`src/wdm_defines.svh`:
```
/*
 drive warning manager: shared constants.
 assumes inclusion by bare name.
*/
`ifndef WDM_DEFINES_SVH
`define WDM_DEFINES_SVH

// ==========================================
// clock and times
`define WDM_CLK_HZ          20000000
`define WDM_CLEAR_DELAY_S   1
`define WDM_FAN_STOP_S      1
`define WDM_MS_PER_S        1000
`define WDM_DISP_PHASE_MS   500
`define WDM_BLINK_MS        125

// ==========================================
// register byte offsets
`define WDM_ADR_OUT1_SEL    8'h00
`define WDM_ADR_OUT2_SEL    8'h04
`define WDM_ADR_LATCH_POL   8'h08
`define WDM_ADR_OSC_THR     8'h0C
`define WDM_ADR_MASK_A      8'h10
`define WDM_ADR_MASK_B      8'h14
`define WDM_ADR_PWR_TIME    8'h18
`define WDM_ADR_CONSEC_LIM  8'h1C
`define WDM_ADR_TOTAL_LIM   8'h20
`define WDM_ADR_UPD_LIM     8'h24
`define WDM_ADR_STATUS      8'h28
`define WDM_ADR_NET_STATUS  8'h2C

// ==========================================
// reset values
`define WDM_RST_REG         16'h0000

// ==========================================
// fields and limits
`define WDM_POL_EXT_BIT     0
`define WDM_POL_GEN_BIT     1
`define WDM_PWR_MIN_MS      16'h000A
`define WDM_PWR_MAX_MS      16'h07CF
`define WDM_UPD_MIN_LIM     16'h0002
`define WDM_LOAD_WARN_PCT   8'h55
`define WDM_NET_PWR_OFF_BIT 0
`define WDM_MASK_B_BASE     16
`define WDM_NUM_WARN        13

// ==========================================
// warning codes
`define WDM_CODE_OVERLOAD   8'hA0
`define WDM_CODE_REGEN      8'hA1
`define WDM_CODE_BATTERY    8'hA2
`define WDM_CODE_FAN        8'hA3
`define WDM_CODE_ENC_LINK   8'hA4
`define WDM_CODE_ENC_HEAT   8'hA5
`define WDM_CODE_OSC        8'hA6
`define WDM_CODE_LIFE       8'hA7
`define WDM_CODE_DETER      8'hAC
`define WDM_CODE_CONSEC     8'hC0
`define WDM_CODE_TOTAL      8'hC1
`define WDM_CODE_UPDATE     8'hC2
`define WDM_CODE_PWR_OFF    8'hC3

// ==========================================
// output selector values
`define WDM_SEL_OR_ALL      16'h0000
`define WDM_SEL_OVERLOAD    16'h0001
`define WDM_SEL_REGEN       16'h0002
`define WDM_SEL_BATTERY     16'h0003
`define WDM_SEL_FAN         16'h0004
`define WDM_SEL_ENC_LINK    16'h0005
`define WDM_SEL_ENC_HEAT    16'h0006
`define WDM_SEL_OSC         16'h0007
`define WDM_SEL_LIFE        16'h0008
`define WDM_SEL_DETER       16'h0016
`define WDM_SEL_CONSEC      16'h000B
`define WDM_SEL_TOTAL       16'h000C
`define WDM_SEL_UPDATE      16'h000D
`define WDM_SEL_PWR_OFF     16'h000E

// ==========================================
// mask bit positions in {mask_b, mask_a}
`define WDM_MB_OVERLOAD     5'd7
`define WDM_MB_REGEN        5'd5
`define WDM_MB_BATTERY      5'd0
`define WDM_MB_FAN          5'd6
`define WDM_MB_ENC_LINK     5'd4
`define WDM_MB_ENC_HEAT     5'd3
`define WDM_MB_OSC          5'd13
`define WDM_MB_LIFE         5'd2
`define WDM_MB_DETER        5'd23
`define WDM_MB_CONSEC       5'd9
`define WDM_MB_TOTAL        5'd10
`define WDM_MB_UPDATE       5'd11
`define WDM_MB_PWR_OFF      5'd12

`endif

```
`src/wdm_pkg.sv`:
```
/*
 drive warning manager: shared types.
 assumes wdm_defines.svh is on the include path.
*/
package wdm_pkg;
`include "wdm_defines.svh"

  // latch class of a warning
  typedef enum logic [1:0] {
    WDM_CLS_GEN   = 2'h0,
    WDM_CLS_EXT   = 2'h1,
    WDM_CLS_FIXED = 2'h2
  } wdm_cls_t;

  // software settings
  typedef struct packed {
    logic [15:0] out1_sel;
    logic [15:0] out2_sel;
    logic [15:0] latch_pol;
    logic [15:0] osc_thr;
    logic [15:0] mask_a;
    logic [15:0] mask_b;
    logic [15:0] pwr_time;
    logic [15:0] consec_lim;
    logic [15:0] total_lim;
    logic [15:0] upd_lim;
  } wdm_cfg_t;

  // front display drive
  typedef struct packed {
    logic       show_code;
    logic [7:0] code;
    logic       dot;
  } wdm_disp_t;

endpackage

```
`src/wdm_warning_manager.sv`:
```
/*
 drive warning manager: detectors, mask, latch policy,
 routing, display and a wishbone slave.
 assumes detectors run on clk_i; alarm clear and
 power sense are pins, synchronised here.
*/
// Implementation choices: the placing of the registers and register access over Wishbone.
`timescale 1ns/100ps
`include "wdm_defines.svh"

// Behaviour
// - non-latch warning clears one second after cause
// - latch warning held until alarm clear
// - battery warning clears on alarm clear after encoder latch released
// - selector one picks warning; zero ORs all
// - selector two picks warning; zero ORs all
// - policy bit0 extended, bit1 general latching
// - mask bit one suppresses that warning
// - oscillation above threshold; zero threshold disables
// - power off after set ms; 0-9, 2000 disable
// - power loss sets main power off flag
// - consecutive receive errors reaching limit warn
// - accumulated receive errors reaching limit warn
// - update failures above setting warn; 0,1 disable
// - display alternates code, dot flashes with code
// - overload, regeneration warn at 85 percent
// - battery low warns, always latched
// - fan stopped one second warns
// - successive encoder link errors over limit warn
// - encoder overheat warns
// - oscillation warning code A6, selector 7
// - lifetime warning, always latched
// - deterioration warning code AC, selector 22
// - held alarm clear clears all warnings
module wdm_warning_manager #(
  parameter logic [31:0] SEC_CYCLES   = `WDM_CLEAR_DELAY_S * `WDM_CLK_HZ,
  parameter logic [31:0] FAN_CYCLES   = `WDM_FAN_STOP_S * `WDM_CLK_HZ,
  parameter logic [31:0] MS_CYCLES    = `WDM_CLK_HZ / `WDM_MS_PER_S,
  parameter logic [31:0] PHASE_CYCLES = `WDM_DISP_PHASE_MS * (`WDM_CLK_HZ / `WDM_MS_PER_S),
  parameter logic [31:0] BLINK_CYCLES = `WDM_BLINK_MS * (`WDM_CLK_HZ / `WDM_MS_PER_S),
  parameter logic [15:0] ENC_ERR_LIM  = 16'h0003
) (
  // clock and reset
  input  wire logic             clk_i,
  input  wire logic             rst_i,
  // wishbone slave
  input  wire logic             wb_cyc_i,
  input  wire logic             wb_stb_i,
  input  wire logic             wb_we_i,
  input  wire logic [7:0]       wb_adr_i,
  input  wire logic [3:0]       wb_sel_i,
  input  wire logic [31:0]      wb_dat_i,
  output logic      [31:0]      wb_dat_o,
  output logic                  wb_ack_o,
  // pins
  input  wire logic             alarm_clear_input_i,
  input  wire logic             main_power_ok_i,
  // internal detectors
  input  wire logic [7:0]       load_pct_i,
  input  wire logic [7:0]       regen_pct_i,
  input  wire logic             batt_enc_latch_i,
  input  wire logic             fan_stopped_i,
  input  wire logic             enc_err_i,
  input  wire logic             enc_ok_i,
  input  wire logic             enc_overheat_i,
  input  wire logic [15:0]      vib_level_i,
  input  wire logic             life_low_i,
  input  wire logic             deter_out_i,
  input  wire logic             rx_err_i,
  input  wire logic             rx_ok_i,
  input  wire logic             upd_fail_i,
  // outputs
  output logic                  warning_output_one_o,
  output logic                  warning_output_two_o,
  output logic                  main_power_off_flag_o,
  output logic [`WDM_NUM_WARN-1:0] warn_active_o,
  output wdm_pkg::wdm_disp_t    disp_o
);

  localparam int N = `WDM_NUM_WARN;

  // ==========================================
  // warning table, index order
  localparam logic [7:0] CODE [N] = '{`WDM_CODE_OVERLOAD, `WDM_CODE_REGEN,
    `WDM_CODE_BATTERY, `WDM_CODE_FAN, `WDM_CODE_ENC_LINK, `WDM_CODE_ENC_HEAT,
    `WDM_CODE_OSC, `WDM_CODE_LIFE, `WDM_CODE_DETER, `WDM_CODE_CONSEC,
    `WDM_CODE_TOTAL, `WDM_CODE_UPDATE, `WDM_CODE_PWR_OFF};
  localparam logic [15:0] SEL [N] = '{`WDM_SEL_OVERLOAD, `WDM_SEL_REGEN,
    `WDM_SEL_BATTERY, `WDM_SEL_FAN, `WDM_SEL_ENC_LINK, `WDM_SEL_ENC_HEAT,
    `WDM_SEL_OSC, `WDM_SEL_LIFE, `WDM_SEL_DETER, `WDM_SEL_CONSEC,
    `WDM_SEL_TOTAL, `WDM_SEL_UPDATE, `WDM_SEL_PWR_OFF};
  localparam logic [4:0] MB [N] = '{`WDM_MB_OVERLOAD, `WDM_MB_REGEN,
    `WDM_MB_BATTERY, `WDM_MB_FAN, `WDM_MB_ENC_LINK, `WDM_MB_ENC_HEAT,
    `WDM_MB_OSC, `WDM_MB_LIFE, `WDM_MB_DETER, `WDM_MB_CONSEC,
    `WDM_MB_TOTAL, `WDM_MB_UPDATE, `WDM_MB_PWR_OFF};
  localparam wdm_pkg::wdm_cls_t CLS [N] = '{wdm_pkg::WDM_CLS_GEN,
    wdm_pkg::WDM_CLS_GEN, wdm_pkg::WDM_CLS_FIXED, wdm_pkg::WDM_CLS_GEN,
    wdm_pkg::WDM_CLS_GEN, wdm_pkg::WDM_CLS_GEN, wdm_pkg::WDM_CLS_GEN,
    wdm_pkg::WDM_CLS_FIXED, wdm_pkg::WDM_CLS_GEN, wdm_pkg::WDM_CLS_EXT,
    wdm_pkg::WDM_CLS_FIXED, wdm_pkg::WDM_CLS_FIXED, wdm_pkg::WDM_CLS_EXT};

  // ==========================================
  // functions
  function automatic logic route(input logic [15:0] sel, input logic [N-1:0] act);
    logic hit;
    hit = 1'b0;
    if (sel == `WDM_SEL_OR_ALL) begin
      hit = |act;
    end else begin
      for (int i = 0; i < N; i++) begin
        if (SEL[i] == sel) begin
          hit = act[i];
        end
      end
    end
    return hit;
  endfunction

  function automatic logic [15:0] sat_inc(input logic [15:0] v);
    return (v == 16'hFFFF) ? v : v + 16'h0001;
  endfunction

  function automatic logic [15:0] wr16(input logic [15:0] old, input logic [3:0] sel,
                                        input logic [31:0] dat);
    return {sel[1] ? dat[15:8] : old[15:8], sel[0] ? dat[7:0] : old[7:0]};
  endfunction

  // ==========================================
  // pin synchronisers
  logic [1:0] clr_sync_r;
  logic [1:0] pwr_sync_r;
  always_ff @(posedge clk_i) begin
    if (rst_i) begin
      clr_sync_r <= 2'h0;
      pwr_sync_r <= 2'h3;
    end else begin
      clr_sync_r <= {clr_sync_r[0], alarm_clear_input_i};
      pwr_sync_r <= {pwr_sync_r[0], main_power_ok_i};
    end
  end
  wire clr_w    = clr_sync_r[1];
  wire pwr_ok_w = pwr_sync_r[1];

  // ==========================================
  // register bus
  wdm_pkg::wdm_cfg_t cfg_r;
  logic [N-1:0]      active_r;
  logic              pwr_flag_r;
  logic              ack_r;
  logic [31:0]       dat_r;
  wire               req_w = wb_cyc_i & wb_stb_i & ~ack_r;
  wire               wr_w  = req_w & wb_we_i;
  logic [31:0]       rd_nxt;

  always_comb begin
    unique case (wb_adr_i)
      `WDM_ADR_OUT1_SEL:   rd_nxt = {16'h0, cfg_r.out1_sel};
      `WDM_ADR_OUT2_SEL:   rd_nxt = {16'h0, cfg_r.out2_sel};
      `WDM_ADR_LATCH_POL:  rd_nxt = {16'h0, cfg_r.latch_pol};
      `WDM_ADR_OSC_THR:    rd_nxt = {16'h0, cfg_r.osc_thr};
      `WDM_ADR_MASK_A:     rd_nxt = {16'h0, cfg_r.mask_a};
      `WDM_ADR_MASK_B:     rd_nxt = {16'h0, cfg_r.mask_b};
      `WDM_ADR_PWR_TIME:   rd_nxt = {16'h0, cfg_r.pwr_time};
      `WDM_ADR_CONSEC_LIM: rd_nxt = {16'h0, cfg_r.consec_lim};
      `WDM_ADR_TOTAL_LIM:  rd_nxt = {16'h0, cfg_r.total_lim};
      `WDM_ADR_UPD_LIM:    rd_nxt = {16'h0, cfg_r.upd_lim};
      `WDM_ADR_STATUS:     rd_nxt = {{(32-N){1'b0}}, active_r};
      `WDM_ADR_NET_STATUS: rd_nxt = {31'h0, pwr_flag_r};
      default:             rd_nxt = 32'h0;
    endcase
  end

  always_ff @(posedge clk_i) begin
    if (rst_i) begin
      cfg_r <= {10{`WDM_RST_REG}};
      ack_r <= 1'b0;
      dat_r <= 32'h0;
    end else begin
      ack_r <= req_w;
      dat_r <= req_w ? rd_nxt : 32'h0;
      if (wr_w) begin
        unique case (wb_adr_i)
          `WDM_ADR_OUT1_SEL:   cfg_r.out1_sel   <= wr16(cfg_r.out1_sel, wb_sel_i, wb_dat_i);
          `WDM_ADR_OUT2_SEL:   cfg_r.out2_sel   <= wr16(cfg_r.out2_sel, wb_sel_i, wb_dat_i);
          `WDM_ADR_LATCH_POL:  cfg_r.latch_pol  <= wr16(cfg_r.latch_pol, wb_sel_i, wb_dat_i);
          `WDM_ADR_OSC_THR:    cfg_r.osc_thr    <= wr16(cfg_r.osc_thr, wb_sel_i, wb_dat_i);
          `WDM_ADR_MASK_A:     cfg_r.mask_a     <= wr16(cfg_r.mask_a, wb_sel_i, wb_dat_i);
          `WDM_ADR_MASK_B:     cfg_r.mask_b     <= wr16(cfg_r.mask_b, wb_sel_i, wb_dat_i);
          `WDM_ADR_PWR_TIME:   cfg_r.pwr_time   <= wr16(cfg_r.pwr_time, wb_sel_i, wb_dat_i);
          `WDM_ADR_CONSEC_LIM: cfg_r.consec_lim <= wr16(cfg_r.consec_lim, wb_sel_i, wb_dat_i);
          `WDM_ADR_TOTAL_LIM:  cfg_r.total_lim  <= wr16(cfg_r.total_lim, wb_sel_i, wb_dat_i);
          `WDM_ADR_UPD_LIM:    cfg_r.upd_lim    <= wr16(cfg_r.upd_lim, wb_sel_i, wb_dat_i);
          default:             cfg_r <= cfg_r;
        endcase
      end
    end
  end

  // ==========================================
  // event counters
  logic [15:0] enc_cnt_r;
  logic [15:0] consec_cnt_r;
  logic [15:0] total_cnt_r;
  logic [15:0] upd_cnt_r;
  logic [31:0] fan_cnt_r;
  logic [31:0] ms_pre_r;
  logic [15:0] off_ms_r;
  wire         ms_tick_w = (ms_pre_r == MS_CYCLES - 32'h1);

  always_ff @(posedge clk_i) begin
    if (rst_i) begin
      enc_cnt_r    <= 16'h0;
      consec_cnt_r <= 16'h0;
      total_cnt_r  <= 16'h0;
      upd_cnt_r    <= 16'h0;
      fan_cnt_r    <= 32'h0;
      ms_pre_r     <= 32'h0;
      off_ms_r     <= 16'h0;
    end else begin
      enc_cnt_r    <= enc_err_i ? sat_inc(enc_cnt_r) : (enc_ok_i ? 16'h0000 : enc_cnt_r);
      consec_cnt_r <= rx_err_i ? sat_inc(consec_cnt_r) : (rx_ok_i ? 16'h0000 : consec_cnt_r);
      if (rx_err_i) begin
        total_cnt_r <= sat_inc(total_cnt_r);
      end else if (clr_w) begin
        total_cnt_r <= 16'h0000;
      end
      if (upd_fail_i) begin
        upd_cnt_r <= sat_inc(upd_cnt_r);
      end else if (clr_w) begin
        upd_cnt_r <= 16'h0000;
      end
      if (!fan_stopped_i) begin
        fan_cnt_r <= 32'h0;
      end else if (fan_cnt_r != FAN_CYCLES) begin
        fan_cnt_r <= fan_cnt_r + 32'h1;
      end
      if (pwr_ok_w) begin
        ms_pre_r <= 32'h0;
        off_ms_r <= 16'h0;
      end else begin
        ms_pre_r <= ms_tick_w ? 32'h0 : ms_pre_r + 32'h1;
        if (ms_tick_w) begin
          off_ms_r <= sat_inc(off_ms_r);
        end
      end
    end
  end

  // ==========================================
  // raw causes
  logic [N-1:0] cause_w;
  wire [31:0]   mask_w    = {cfg_r.mask_b, cfg_r.mask_a};
  wire          pwr_en_w  = (cfg_r.pwr_time >= `WDM_PWR_MIN_MS) &&
                            (cfg_r.pwr_time <= `WDM_PWR_MAX_MS);
  wire          pwr_off_w = pwr_en_w && (off_ms_r > cfg_r.pwr_time);
  assign cause_w[0]  = load_pct_i >= `WDM_LOAD_WARN_PCT;
  assign cause_w[1]  = regen_pct_i >= `WDM_LOAD_WARN_PCT;
  assign cause_w[2]  = batt_enc_latch_i;
  assign cause_w[3]  = fan_cnt_r == FAN_CYCLES;
  assign cause_w[4]  = enc_cnt_r > ENC_ERR_LIM;
  assign cause_w[5]  = enc_overheat_i;
  assign cause_w[6]  = (cfg_r.osc_thr != 16'h0000) && (vib_level_i > cfg_r.osc_thr);
  assign cause_w[7]  = life_low_i;
  assign cause_w[8]  = deter_out_i;
  assign cause_w[9]  = (cfg_r.consec_lim != 16'h0000) &&
                       (consec_cnt_r >= cfg_r.consec_lim);
  assign cause_w[10] = (cfg_r.total_lim != 16'h0000) &&
                       (total_cnt_r >= cfg_r.total_lim);
  assign cause_w[11] = (cfg_r.upd_lim >= `WDM_UPD_MIN_LIM) &&
                       (upd_cnt_r > cfg_r.upd_lim);
  assign cause_w[12] = pwr_off_w;

  // ==========================================
  // mask and latch policy per warning
  logic [N-1:0] det_w;
  logic [N-1:0] latch_w;
  logic [31:0]  hold_r [N];
  logic [N-1:0] active_nxt;
  for (genvar g = 0; g < N; g++) begin : g_warn
    assign det_w[g]   = cause_w[g] & ~mask_w[MB[g]];
    assign latch_w[g] = (CLS[g] == wdm_pkg::WDM_CLS_FIXED) ||
                        ((CLS[g] == wdm_pkg::WDM_CLS_EXT) && cfg_r.latch_pol[`WDM_POL_EXT_BIT]) ||
                        ((CLS[g] == wdm_pkg::WDM_CLS_GEN) &&
                         cfg_r.latch_pol[`WDM_POL_GEN_BIT]);
    // detection wins over a clear in the same cycle
    assign active_nxt[g] = det_w[g] |
                           (active_r[g] & ~clr_w &
                            (latch_w[g] | (hold_r[g] != SEC_CYCLES - 32'h1)));

    always_ff @(posedge clk_i) begin
      if (rst_i) begin
        hold_r[g] <= 32'h0;
      end else if (det_w[g] || !active_r[g]) begin
        hold_r[g] <= 32'h0;
      end else if (!latch_w[g]) begin
        hold_r[g] <= hold_r[g] + 32'h1;
      end
    end
  end

  // ==========================================
  // state, outputs
  always_ff @(posedge clk_i) begin
    if (rst_i) begin
      active_r   <= '0;
      pwr_flag_r <= 1'b0;
    end else begin
      active_r   <= active_nxt;
      pwr_flag_r <= pwr_off_w;
    end
  end

  logic out1_r;
  logic out2_r;
  always_ff @(posedge clk_i) begin
    if (rst_i) begin
      out1_r <= 1'b0;
      out2_r <= 1'b0;
    end else begin
      out1_r <= route(cfg_r.out1_sel, active_r);
      out2_r <= route(cfg_r.out2_sel, active_r);
    end
  end

  // ==========================================
  // display alternation
  logic [31:0]        phase_cnt_r;
  logic [31:0]        blink_cnt_r;
  logic               phase_r;
  logic               blink_r;
  wdm_pkg::wdm_disp_t disp_r;
  logic [7:0]         code_w;

  always_comb begin
    code_w = 8'h00;
    for (int i = N - 1; i >= 0; i--) begin
      if (active_r[i]) begin
        code_w = CODE[i];
      end
    end
  end

  always_ff @(posedge clk_i) begin
    if (rst_i || !(|active_r)) begin
      phase_cnt_r <= 32'h0;
      blink_cnt_r <= 32'h0;
      phase_r     <= 1'b0;
      blink_r     <= 1'b0;
      disp_r      <= '0;
    end else begin
      phase_cnt_r <= (phase_cnt_r == PHASE_CYCLES - 32'h1) ? 32'h0 : phase_cnt_r + 32'h1;
      blink_cnt_r <= (blink_cnt_r == BLINK_CYCLES - 32'h1) ? 32'h0 : blink_cnt_r + 32'h1;
      if (phase_cnt_r == PHASE_CYCLES - 32'h1) begin
        phase_r <= ~phase_r;
      end
      if (blink_cnt_r == BLINK_CYCLES - 32'h1) begin
        blink_r <= ~blink_r;
      end
      disp_r.show_code <= phase_r;
      disp_r.code      <= code_w;
      disp_r.dot       <= phase_r & blink_r;
    end
  end

  assign wb_dat_o              = dat_r;
  assign wb_ack_o              = ack_r;
  assign warning_output_one_o  = out1_r;
  assign warning_output_two_o  = out2_r;
  assign main_power_off_flag_o = pwr_flag_r;
  assign warn_active_o         = active_r;
  assign disp_o                = disp_r;

endmodule

```
`config.mk`:
```
export PLATFORM = sky130hd
export DESIGN_NAME = wdm_warning_manager
export DESIGN_NICKNAME = d
export VERILOG_FILES = /design/src/wdm_pkg.sv /design/src/wdm_warning_manager.sv
export VERILOG_INCLUDE_DIRS = /design/src
export SDC_FILE = /design/constraint.sdc
export NUM_CORES = 2
export LEC_CHECK = 0
export ABC_AREA = 0
export BUFFER_PORTS_ARGS = -buffer_cell sky130_fd_sc_hd__buf_4
export CORE_UTILIZATION = 45
export DETAILED_ROUTE_END_ITERATION = 7
export RECOVER_POWER = 50
export SYNTH_ARGS = -nofsm -noshare
export SYNTH_HDL_FRONTEND = slang
export SYNTH_SLANG_ARGS = --single-unit
```
`constraint.sdc`:
```
create_clock -name clk_i -period 3.2 [get_ports clk_i]
set_clock_uncertainty 0.1 [all_clocks]
set_input_delay 0.32 -clock clk_i [delete_from_list [all_inputs] [get_ports clk_i]]
set_output_delay 0.32 -clock clk_i [all_outputs]
set_load 0.01 [all_outputs]
```
==> results.json <==
{
  "dp.cells": 5219,
  "arrival_ps": 3270,
  "num_vias": 30300,
  "holdWs_ps": 88.0,
  "area_growth_pct": 13.5,
  "relSlewSlack_pct": -12.4,
  "synth_seq_cells": 704,
  "drv_slew": 75,
  "synth_cell_type_count": 75,
  "grt_pass1_wl_mm": 155,
  "crit_type": "reg2reg",
  "clock_path_buffers": 3,
  "synth_most_common_cell": "nor2_1",
  "synth-simple-area-share_pct": 27.2,
  "cts_tree": "done",
  "setup_viol": 0,
  "synth_area_leader_cell": "edfxtp_1",
  "period_needed_ps": 2860,
  "tns_ps": 0,
  "dp_hpwl_mm": 68.7,
  "stdcell_count": 5393,
  "nets": 4474,
  "antenna_found_initial": 6,
  "gp_congestion": 0.941,
  "port_buffers": 116,
  "drt-pass1-iter-count": 8,
  "tightestPinTransition_ps": 1690,
  "r2r_slack_ps": 340,
  "start_util_pct": 45.8,
  "dieArea_mm2": 0.0821,
  "synthMuxAreaShare_pct": 0.707,
  "cts_root_buf": "clkbuf_16",
  "synth_compound_area_share_pct": 8.55,
  "crit_fanout": 32,
  "hold_path.class": "in2reg",
  "cp-end-kind": "flip-flop",
  "boundaryPins": 152,
  "die_h_um": 287,
  "num_rows": 103,
  "drtAntennaViolNets": 0,
  "cts.clk_slew.worst_paths_ps": 60,
  "core-area_mm2": 0.0795,
  "drtIter0Drc": 2593,
  "ys_seq_area_share_pct": 46.6,
  "cellPowerDensity_mw_per_mm2": 458,
  "grt_overflow": 0,
  "via_per_inst": 5.62,
  "grt_setup_unrepaired": "false",
  "ys.flop_type": "dfxtp_1",
  "grt_max_degree": 75,
  "cts_inserted_buffers": 80,
  "nFillCells": 7453,
  "period_share_pct": 89.4,
  "syn_area_mm2": 0.0364,
  "synth_adder_area_share_pct": 3.40,
  "synth_area_leaders": "edfxtp_1 (24%), dfxtp_1 (23%), nor2_1 (6.3%)",
  "postCtsHoldBufs": 31,
  "synth_xor_area_share_pct": 9.78,
  "drt_wl_total_mm": 98.2,
  "cts-htree-levels": 3,
  "cts.repair.resized": 0,
  "outcome": "complete, but fails checks",
  "synth_edf_count": 288,
  "maxCapViolations": 1,
  "drive_gt1_share_pct": 7.46,
  "synth_top_family_by_area": "simple AND/OR/NAND/NOR gates",
  "yosys-top-cells-count": "nor2_1 (608), nand2_1 (419), dfxtp_1 (416), nand3_1 (360), edfxtp_1 (288)",
  "final-hold-violation-count": 0,
  "start_kind": "flip-flop",
  "drc": 23,
  "p_leak_nw": 13.9,
  "cts_setup_buffers": 0,
  "die_w_um": 287,
  "total_power_w": 0.0189,
  "first_global_vias": 28000,
  "timing.final.ws_setup_ps": 339,
  "avgSynthCellArea_um2": 8.83,
  "cts_sinks": 704,
  "vdd_ir_drop_max_mv": 0.410,
  "dp_slack_ps": 383,
  "ys_warn_count": 0,
  "violations": "design-rule violations, max-capacitance violations, max-slew violations",
  "clock.fmax_mhz": 350,
  "postSynthCellCount": 4127,
  "routedWlPerCell_um": 18.2,
  "synthArstFlopShare_pct": 0,
  "grtUsageTotal_pct": 23.5,
  "synth_top_cell_area_share_pct": 23.7,
  "required_ps": 3610,
  "clock_latency_ps": 660
}
-- flip-flops by register name, summed over array words and instances (netlist names), 16 cells and up --
name          flops
phase_cnt_r      32
enc_cnt_r        16
hold_r          288
fan_cnt_r        32
consec_cnt_r     16
cfg_r           160
blink_cnt_r      32
ms_pre_r         32
wb_dat_o         16
off_ms_r         16
total_cnt_r      16
upd_cnt_r        16
-- path summary, 6_finish.rpt --
path | endpoint | depth (start not counted) | start
min | warn_active_o[1] | 4 | regen_pct_i[6]
min reg2reg | pwr_sync_r[1] | 1 | pwr_sync_r[0]
max | phase_cnt_r[30] | 8 | warn_active_o[6]
max reg2reg | phase_cnt_r[30] | 8 | warn_active_o[6]
-- critical path: stages (launching register included) --
cell and delay (ps):
dfxtp_1 370, nor4_1 440, nor2b_1 300, and3_1 220, or2_0 400, inv_1 380
nand2b_1 240, buf_12 200, nor2_1 70
-- power breakdown --
part           switching (W)  leakage, nW  internal [W]
clock network        0.00382         1.23       0.00516
registers          0.0000344         6.91       0.00930
logic               0.000421         5.77      0.000205
-- logic make-up after synthesis --
family / count (synthesis)
AND/OR/NAND/NOR: 2033
flip-flops: 704
AO/OA/AOI/OAI: 517
XOR/XNOR: 407
buffers and inverters: 344
adder cells (fa/ha/maj): 99
multiplexers: 22
other: 1
-- cells in the final DEF (no fill, tap or decap), types with 147 or more instances in the layout --
cell,Yosys,routed
a21oi_1,256,256
buf_4,18,147
dfxtp_1,416,416
edfxtp_1,288,288
inv_1,148,148
nand2_1,419,419
nand3_1,360,360
nor2_1,608,606
xnor2_1,163,163
xor2_1,244,244
-- cell type report --
type	instances	area, µm²	area share, %
Tap cell	1050	1310	3.18
Inverter	148	556	1.34
Timing Repair Buffer	253	1800	4.35
Sequential cell	704	17000	41.0
Clock inverter	41	389	0.941
Clock buffer	101	2140	5.18
Antenna cell	1	2.50	0.00605
Multi-Input combinational cell	3095	18200	44.0
-- per-stage QoR --
step           utilization (%)  cell area [µm²]
2_1_floorplan                -            36500
3_3_place_gp              48.8            38800
3_5_place_dp              48.8            38800
4_1_cts                   52.4            41700
5_1_grt                   52.0            41400
6_report                  52.0            41400
-- routing by layer --
layer  vias to the layer above  share of wire (%)  global-route usage, %
met5                         -              0.031                      0
met4                         4                2.8                   7.14
met3                       187                7.4                   4.90
met2                       894                 43                   35.3
met1                     14300                 47                   33.9
li1                      15000                  -                      -
Power figures use the tool's default switching activity.
